### src/inc/atwrp_cfg.svh
`ifndef ATWRP_CFG_SVH
`define ATWRP_CFG_SVH
// full result width in bits
`define ATWRP_FULL_BITS      16
// most reduction edges that count
`define ATWRP_MAX_REDUCE     6
// reduction window in ns (plain default)
`define ATWRP_WINDOW_NS      1000
// clock period in ns
`define ATWRP_CLK_NS         4
// window length in clk cycles, rounded down
`define ATWRP_WINDOW_CYC     (`ATWRP_WINDOW_NS / `ATWRP_CLK_NS)
// channel codes
`define ATWRP_CH_IN1         2'h0
`define ATWRP_CH_IN2         2'h1
`define ATWRP_CH_IN3         2'h2
`define ATWRP_CH_IN4         2'h3
`endif

### src/inc/atwrp_pkg.sv
package atwrp_pkg;
    typedef enum logic [1:0] {
        ATWRP_SLEEP,
        ATWRP_REDUCE,
        ATWRP_CONVERT,
        ATWRP_SHIFT
    } atwrp_state_t;
endpackage

### src/hw/atwrp_readout.sv
// Functional notes
// RULE1: data output held low for the whole conversion, as busy.
// RULE2: after conversion each serial clock fall presents next bit, MSB first.
// RULE3: power-fail flag pulled low while sense input is below reference.
// RULE4: channel select inputs captured on the fall that starts conversion.
// RULE5: code high,low: 00 input one, 01 two, 10 three, 11 four.
// RULE6: serial clock driven low wakes device and starts a conversion.
// RULE7: up to six further falls in window each drop one resolution bit.
// RULE8: bits shifted equal full width minus reductions; sleep after last.
`timescale 1ns/1ns
`default_nettype none
`include "atwrp_cfg.svh"

module atwrp_readout #(
    parameter int FULL_BITS  = `ATWRP_FULL_BITS,
    parameter int MAX_REDUCE = `ATWRP_MAX_REDUCE,
    parameter int WINDOW_CYC = `ATWRP_WINDOW_CYC
) (
    input  wire logic        clk,
    input  wire logic        rst,
    input  wire logic        serial_clk_in,
    input  wire logic        channel_select_high,
    input  wire logic        channel_select_low,
    input  wire logic        power_fail_sense_below,
    input  wire logic        conv_done,
    input  wire logic [15:0] conv_result,
    output logic             serial_data_out,
    output logic             power_fail_flag_out,
    output logic             power_fail_flag_oe,
    output logic             conv_start,
    output logic [1:0]       conv_channel,
    output logic [2:0]       conv_reduce,
    output logic             busy
);
    // two-flop synchronisers for pins
    logic [1:0] sclk_sync;
    logic [1:0] csh_sync;
    logic [1:0] csl_sync;
    logic [1:0] pfs_sync;
    logic       sclk_prev;
    logic       sclk_fall;

    always_ff @(posedge clk or posedge rst) begin
        if (rst) begin
            sclk_sync <= 2'h3;
            csh_sync  <= 2'h0;
            csl_sync  <= 2'h0;
            pfs_sync  <= 2'h0;
            sclk_prev <= 1'b1;
        end else begin
            sclk_sync <= {sclk_sync[0], serial_clk_in};
            csh_sync  <= {csh_sync[0], channel_select_high};
            csl_sync  <= {csl_sync[0], channel_select_low};
            pfs_sync  <= {pfs_sync[0], power_fail_sense_below};
            sclk_prev <= sclk_sync[1];
        end
    end

    // falling edge of the synchronised serial clock
    assign sclk_fall = sclk_prev & ~sclk_sync[1];

    atwrp_pkg::atwrp_state_t state;
    atwrp_pkg::atwrp_state_t next_state;
    logic [15:0] win_cnt;
    logic [15:0] next_win_cnt;
    logic [2:0]  reduce;
    logic [2:0]  next_reduce;
    logic [4:0]  bits_left;
    logic [4:0]  next_bits_left;
    logic [15:0] shreg;
    logic [15:0] next_shreg;
    logic        sdo;
    logic        next_sdo;
    logic [1:0]  chan;
    logic [1:0]  next_chan;
    logic        start;
    logic        next_start;

    // conversion sequencer: next values
    always_comb begin
        next_state     = state;
        next_win_cnt   = win_cnt;
        next_reduce    = reduce;
        next_bits_left = bits_left;
        next_shreg     = shreg;
        next_sdo       = sdo;
        next_chan      = chan;
        next_start     = 1'b0;
        case (state)
            atwrp_pkg::ATWRP_SLEEP: begin
                next_sdo = 1'b1;
                if (sclk_fall) begin // [RULE6]
                    next_chan = {csh_sync[1], csl_sync[1]}; // [RULE4] [RULE5]
                    next_reduce  = 3'h0;
                    next_win_cnt = 16'h0000;
                    next_sdo     = 1'b0; // [RULE1]
                    next_state   = atwrp_pkg::ATWRP_REDUCE;
                end
            end
            atwrp_pkg::ATWRP_REDUCE: begin
                next_sdo     = 1'b0; // [RULE1]
                next_win_cnt = win_cnt + 16'h0001;
                if (sclk_fall && reduce < 3'(MAX_REDUCE)) begin
                    next_reduce = reduce + 3'h1; // [RULE7]
                end
                if (win_cnt >= 16'(WINDOW_CYC - 1)) begin
                    next_start = 1'b1;
                    next_state = atwrp_pkg::ATWRP_CONVERT;
                end
            end
            atwrp_pkg::ATWRP_CONVERT: begin
                next_sdo = 1'b0; // [RULE1]
                if (conv_done) begin
                    // result left aligned, unused low bits are dropped
                    next_shreg     = conv_result;
                    next_bits_left = 5'(FULL_BITS) - {2'h0, reduce}; // [RULE8]
                    next_state     = atwrp_pkg::ATWRP_SHIFT;
                end
            end
            atwrp_pkg::ATWRP_SHIFT: begin
                if (sclk_fall) begin
                    if (bits_left == 5'h00) begin
                        next_sdo   = 1'b1;
                        next_state = atwrp_pkg::ATWRP_SLEEP; // [RULE8]
                    end else begin
                        next_sdo       = shreg[15]; // [RULE2]
                        next_shreg     = {shreg[14:0], 1'b0};
                        next_bits_left = bits_left - 5'h01;
                    end
                end
            end
            default: next_state = atwrp_pkg::ATWRP_SLEEP;
        endcase
    end

    // conversion sequencer: registers
    always_ff @(posedge clk or posedge rst) begin
        if (rst) begin
            state     <= atwrp_pkg::ATWRP_SLEEP;
            win_cnt   <= 16'h0000;
            reduce    <= 3'h0;
            bits_left <= 5'h00;
            shreg     <= 16'h0000;
            sdo       <= 1'b1;
            chan      <= 2'h0;
            start     <= 1'b0;
        end else begin
            state     <= next_state;
            win_cnt   <= next_win_cnt;
            reduce    <= next_reduce;
            bits_left <= next_bits_left;
            shreg     <= next_shreg;
            sdo       <= next_sdo;
            chan      <= next_chan;
            start     <= next_start;
        end
    end

    logic pf_low;
    // open-drain flag: drive low only while sense is below reference
    always_ff @(posedge clk or posedge rst) begin
        if (rst) begin
            pf_low <= 1'b0;
        end else begin
            pf_low <= pfs_sync[1]; // [RULE3]
        end
    end

    assign serial_data_out     = sdo;
    assign power_fail_flag_out = 1'b0;
    assign power_fail_flag_oe  = pf_low;
    assign conv_start          = start;
    assign conv_channel        = chan;
    assign conv_reduce         = reduce;
    assign busy                = (state == atwrp_pkg::ATWRP_REDUCE) ||
                                 (state == atwrp_pkg::ATWRP_CONVERT);
endmodule // atwrp_readout
`default_nettype wire

### config.mk
export PLATFORM = sky130hd
export DESIGN_NAME = atwrp_readout
export DESIGN_NICKNAME = d
export VERILOG_FILES = /design/src/inc/atwrp_pkg.sv /design/src/hw/atwrp_readout.sv
export VERILOG_INCLUDE_DIRS = /design/src /design/src/inc
export SDC_FILE = /design/constraint.sdc
export NUM_CORES = 1
export LEC_CHECK = 0
export BUFFER_PORTS_ARGS = -buffer_cell sky130_fd_sc_hd__buf_2
export CORE_MARGIN = 2
export CORE_UTILIZATION = 53
export CTS_BUF_LIST = sky130_fd_sc_hd__clkbuf_4
export DETAILED_ROUTE_END_ITERATION = 12
export PLACE_DENSITY_LB_ADDON = 0.08
export SLEW_MARGIN = 20
export SYNTH_ARGS = -nofsm -noshare
export SYNTH_HDL_FRONTEND = slang
export SYNTH_SLANG_ARGS = --single-unit
### constraint.sdc
create_clock -name clk -period 5.4 [get_ports clk]
set_clock_uncertainty 0.15 [all_clocks]
set_input_delay 0.54 -clock clk [delete_from_list [all_inputs] [get_ports clk]]
set_output_delay 0.54 -clock clk [all_outputs]
set_load 0.005 [all_outputs]
Word-level counts from Yosys, hierarchy flattened
Index checks and enable logic that the tools add are counted.
{"block": "word_totals", "regBits": 56, "inputBits": 23, "out_inout_bits": 10, "wordCells": 69}
{"block": "classes", "n_addsub": 4, "n_lt_le_gt_ge": 2, "eq_ne": 10, "n_mux": 25, "bitwise_logic": 2, "n_reduce_logical": 12}
{"operator": "$mux 16", "count": 4}
{"operator": "$pmux 16 s2", "count": 2}
{"operator": "$add 16x1->16 const B", "count": 1}
{"operator": "$ge 16x8->1 const B", "count": 1}
{"operator": "$mux 5", "count": 3}
{"operator": "$ne 2x2->1 const B", "count": 7}
{"operator": "$mux 2", "count": 5}
{"operator": "$pmux 5 s2", "count": 1}
{"operator": "$pmux 2 s4", "count": 1}
{"operator": "$mux 3", "count": 2}
{"operator": "$pmux 3 s2", "count": 1}
{"operator": "$logic_not 5->1", "count": 1}
{"operator": "$mux 1", "count": 5}
{"operator": "$reduce_and 5->1", "count": 1}
{"operator": "$sub 5x1->5 const B", "count": 1}
{"operator": "$sub 5x3->5 const A", "count": 1}
{"operator": "$eq 2x2->1 const B", "count": 2}
{"operator": "$reduce_and 2->1", "count": 2}
{"operator": "$reduce_and 4->1", "count": 1}
{"operator": "$reduce_bool 2->1", "count": 2}
{"operator": "$add 3x1->3 const B", "count": 1}
{"operator": "$lt 3x3->1 const B", "count": 1}
{"operator": "$pmux 1 s3", "count": 1}
{"operator": "$reduce_and 3->1", "count": 1}
{"operator": "7 further kinds", "count": 7}

Longest topological paths before layout
{"block": "depth", "ltp_word": 5, "mapped_depth": 8, "mapped_depth_nobuf": 6}

Worst setup path after synthesis
Ideal clock, no wire load.
{"block": "synth_timing", "kind": "flip-flop to flip-flop", "start": "register state[0]", "end": "register win_cnt[15]", "setup_time_ns": 0.078, "arrival_time_ns": 1.812, "required_ns": 5.172, "setup_slack_ns": 3.360, "stages_incl_launch_ff": 7, "path_buffers": 0, "synth_period_minus_slack_ns": 2.040, "cell_sequence": "dfrtp_1 -> inv_1 -> ha_1 -> nand2b_4 -> a211o_1 -> or4_1 -> a21oi_1"}
{"block": "synth_between", "elab_chain_cells": 3, "word_cells_on_any_way": 6, "cone_classes": "eq/ne (2); mux (1); reduce/logical (3)"}
{"element": "start: declaration", "line_no": "atwrp_readout.sv:62", "rtl": "atwrp_pkg::atwrp_state_t state;"}
{"element": "start signal: assignment", "line_no": "atwrp_readout.sv:139", "rtl": "state <= atwrp_pkg::ATWRP_SLEEP;"}
{"element": "start signal: assignment", "line_no": "atwrp_readout.sv:148", "rtl": "state <= next_state;"}
{"element": "$eq 2x1->1 / $logic_not 2->1 (equally long branches)", "line_no": "atwrp_readout.sv:89", "rtl": "case (state)"}
{"element": "$reduce_bool 2->1 (no line) / $ne 2x2->1 (equally long branches)"}
{"element": "$reduce_and 2->1 (no line)"}
{"element": "end signal: assignment", "line_no": "atwrp_readout.sv:149", "rtl": "win_cnt <= next_win_cnt;"}
{"element": "end: declaration", "line_no": "atwrp_readout.sv:64", "rtl": "logic [15:0] win_cnt;"}
Several ways; a longest one is shown, not always the timed one.
A chain may end at the register's enable or synchronous reset.

Final worst setup path
{"block": "layout_timing", "start": "register state[0]", "end": "register shreg[10]"}
{"block": "layout_between", "elab_chain_cells": 3, "word_cells_on_any_way": 8, "cone_classes": "eq/ne (5); mux (1); reduce/logical (2)"}
{"element": "$eq 2x2->1", "line_no": "atwrp_readout.sv:89"}
{"element": "$ne 2x2->1 (no line) / $reduce_bool 2->1 (equally long branches)"}
{"element": "$reduce_and 4->1 (no line)"}
{"element": "end signal: assignment", "line_no": "atwrp_readout.sv:152", "rtl": "shreg <= next_shreg;"}
{"element": "end: declaration", "line_no": "atwrp_readout.sv:70", "rtl": "logic [15:0] shreg;"}
Several ways; a longest one is shown, not always the timed one.

==> results.sh <==
export IMPL_placed_cells=378
export IMPL_cts_made_buffers=5
export IMPL_max_slew_margin=0.419
export IMPL_grt_pass1_wl_um=10100
export IMPL_nNetsFinal=351
export IMPL_cp_top_family="compound AO/OA/AOI/OAI gates"
export IMPL_cp_arrival_ns=2.87
export IMPL_worstSkewPairLatency_ns=0.39
export IMPL_postSynth_asyncResetShare=1.00
export IMPL_p_clk_frac=0.295
export IMPL_post_synth_main_area_contributors="dfrtp_1 (45%), a21oi_1 (8.2%), ha_1 (5.6%)"
export IMPL_outcome="finished clean"
export IMPL_cp_end_kind="register"
export IMPL_synth_ff_type="dfrtp_1"
export IMPL_post_cts_buffers=0
export IMPL_ys_ff_latch=56
export IMPL_setup_viol=0
export IMPL_internal_power_w=0.000493
export IMPL_synth_edf_count=0
export IMPL_reg2reg_to="shreg[10]"
export IMPL_avgRoutedWirePerCell_um=14.6
export IMPL_gr_total_overflow=0
export IMPL_area_growth_pct=9.30
export IMPL_cts_root_buf="clkbuf_4"
export IMPL_drv_slew=0
export IMPL_ir_worst_vdd_mv=0.158
export IMPL_sw_frac_of_total=0.245
export IMPL_fmax_mhz=361
export IMPL_htreeDepth=2
export IMPL_drt_first_pass_iters=4
export IMPL_cp_cell_sequence="ha_1, buf_4, o21a_1, and2_1, a21oi_1"
export IMPL_drtIter0Drc=139
export IMPL_syn_avg_cell_area_um2=10.0
export IMPL_r2r_start="state[0]"
export IMPL_post_route_min_period_ns=2.77
export IMPL_syn_inst=288
export IMPL_p_switching_w=0.000160
export IMPL_chipWidth_um=77.7
export IMPL_wirelength_um=5620
export IMPL_ff2ff_setup_slack_ns=2.63
export IMPL_grtUsageTotal=0.209
export IMPL_fin_setup_tns_ns=0
export IMPL_vias_per_cell=5.84
export IMPL_min_path_type="primary input to register"
export IMPL_holdBufCountCts=0
export IMPL_cts_tree="yes"
export IMPL_comb_power_share=0.048
export IMPL_grt_max_degree=57
export IMPL_path_clk_slew_ns=0.17
export IMPL_tightestPinTransition_ns=0.861
export IMPL_fp_coreArea_um2=5170
export IMPL_synth_warnings=0
export IMPL_final_hold_viol_count=0
export IMPL_p_per_area_nw_per_um2=208
export IMPL_fillers=438
export IMPL_hold_depth=1
export IMPL_die_area_um2=6040
export IMPL_cts_repair_resized=0
export IMPL_seq_area_frac_synth=0.488
export IMPL_rsz0062_at_grt="no"
export IMPL_maxCapViolCount=0
export IMPL_gp_congestion=0.817
export IMPL_finalNonFillerCells=386
export IMPL_port_buffers=31
export IMPL_clockBufferDepth=2
export IMPL_rows=26
export IMPL_layout_drive_gt1_share=0.168
export IMPL_seq_power_share=0.658
export IMPL_yosysTopAreaCell="dfrtp_1"
export IMPL_slowest_stage="o21a_1"
export IMPL_post_route_drc_count=0
export IMPL_route_vias_total=2253
export IMPL_min_from="serial_clk_in"
export IMPL_finalCritPeriodShare=0.514
export IMPL_post_place_ws_ns=2.67
export IMPL_crit_buf_inv=1
export IMPL_cts_sinks=56
export IMPL_diodes=0
export IMPL_start_util=0.557
export IMPL_critPathRequiredTime_ns=5.50
export IMPL_crit_type="register to register"
export IMPL_ant_nets=0
export IMPL_yosysTopAreaCellShare=0.452
export IMPL_die_y_um=77.7
export IMPL_ios=33
export IMPL_grt_antenna_before_repair=0
export IMPL_min_to="sclk_sync[0]"
export IMPL_fin_ws_ns=2.63
export IMPL_reg2regPathDepth=5
export IMPL_start_kind="register"
export IMPL_grt_pass1_vias=2148
export IMPL_synthesis_area_um2=2880
export IMPL_hpwl_um=3890
export IMPL_crit_fanout=30
export IMPL_slowest_delay_ns=0.69
export IMPL_ys_types=51
export IMPL_syn_nets=324
export IMPL_p_leak_nw=1.49
[routing by layer]
metal / GRT usage / vias up / routed length, um
li1: - / 1104 / -
met1: 0.302 / 1101 / 2780
met2: 0.319 / 44 / 2580
met3: 0.0384 / 4 / 228
met4: 0.0643 / 0 / 43
met5: 0 / - / 0
[worst max-delay path by stage]
stage               slack (ns)            to     start  depth (start not counted)
floorplan                 3.35  bits_left[0]       rst                          1
global route              2.45     shreg[10]  state[0]                          5
detailed placement        2.67     shreg[10]  state[1]                          5
finish                    2.63     shreg[10]  state[0]                          5
global placement          2.68  bits_left[1]  state[0]                          5
CTS                       2.67     shreg[10]  state[0]                          5
[kinds of logic after synthesis]
group,after synthesis,synth area share
and+or+nand+nor,72,0.146
other,1,0.00130
adders and majority gates,13,0.0565
AOI/OAI and AO/OA,97,0.201
xor gates and xnor gates,1,0.00304
DFF,56,0.488
buffers and inverters,31,0.0435
muxes,17,0.0600
[worst reg2reg max path, cell delays in order, from the launching register on]
cell and delay (ns):
dfrtp_1 0.43, ha_1 0.16, buf_4 0.35, o21a_1 0.69, and2_1 0.68, a21oi_1 0.18
[synth_stat cells, types with 2 or more instances]
master / count
nor4_1: 3
dfstp_2: 4
or4_1: 5
nand2_1: 16
mux2_2: 2
or3_1: 8
nor3_1: 3
and3_1: 3
nand3_1: 12
a211oi_1: 2
mux2i_1: 15
nor2_1: 6
inv_1: 16
a21oi_1: 47
o21ai_0: 16
nand2b_1: 4
buf_2: 4
ha_1: 13
and4_1: 2
a21o_1: 4
a31oi_1: 4
o211ai_1: 2
a21boi_0: 2
clkbuf_1: 9
a211o_1: 3
nand4_1: 3
dfrtp_1: 52
o31ai_1: 5
[registers in the layout, indices dropped and copies added, names as in the netlist]
| name | count |
|---|---|
| shreg | 16 |
| win_cnt | 16 |
| bits_left | 5 |
| conv_reduce | 3 |
| conv_channel | 2 |
| csh_sync | 2 |
| csl_sync | 2 |
| pfs_sync | 2 |
| sclk_sync | 2 |
| state | 2 |
| conv_start | 1 |
| power_fail_flag_oe | 1 |
| sclk_prev | 1 |
| serial_data_out | 1 |
[placed cells by master, fill, tap and decap left out, types with 5 or more instances in the layout]
cell      Yosys  final
dfrtp_1      52     52
a21oi_1      47     47
buf_2         4     31
o21ai_0      16     16
nand2_1      16     16
mux2i_1      15     15
inv_1        16     15
ha_1         13     13
nand3_1      12     12
or3_1         8      8
nor2_1        6      6
or4_1         5      5
o31ai_1       5      5
clkbuf_4      0      5
[power by group through the flow]
stage	Combinational (W)	Sequential, W	Clock (W)
finish	0.0000311	0.000430	0.000193
global route	0.0000359	0.000431	0.000215
CTS	0.0000319	0.000430	0.000202
detailed placement	0.0000320	0.000437	0
global placement	0.0000316	0.000437	0
floorplan	0.0000175	0.000436	0
[cell type report]
| class | count | area [um^2] | share of cell area |
|---|---|---|---|
| Tap cell | 70 | 87.6 | 0.0278 |
| Timing Repair Buffer | 34 | 178 | 0.0565 |
| Multi-Input combinational cell | 201 | 1350 | 0.428 |
| Sequential cell | 56 | 1410 | 0.447 |
| Inverter | 17 | 63.8 | 0.0203 |
| Clock inverter | 3 | 26.3 | 0.00835 |
| Clock buffer | 5 | 37.5 | 0.0119 |
[metrics by stage]
step                power [W]  hold slack [ns]  instance area [um^2]  utilization
floorplan            0.000454            0.181                  2880            -
global placement     0.000469            0.188                  3080        0.596
detailed placement   0.000469            0.186                  3080        0.596
CTS                  0.000663           0.0522                  3150        0.608
global route         0.000682           0.0425                  3150        0.608
finish               0.000653           0.0773                  3150        0.608
Note: power is estimated with default switching activity, not from simulation.
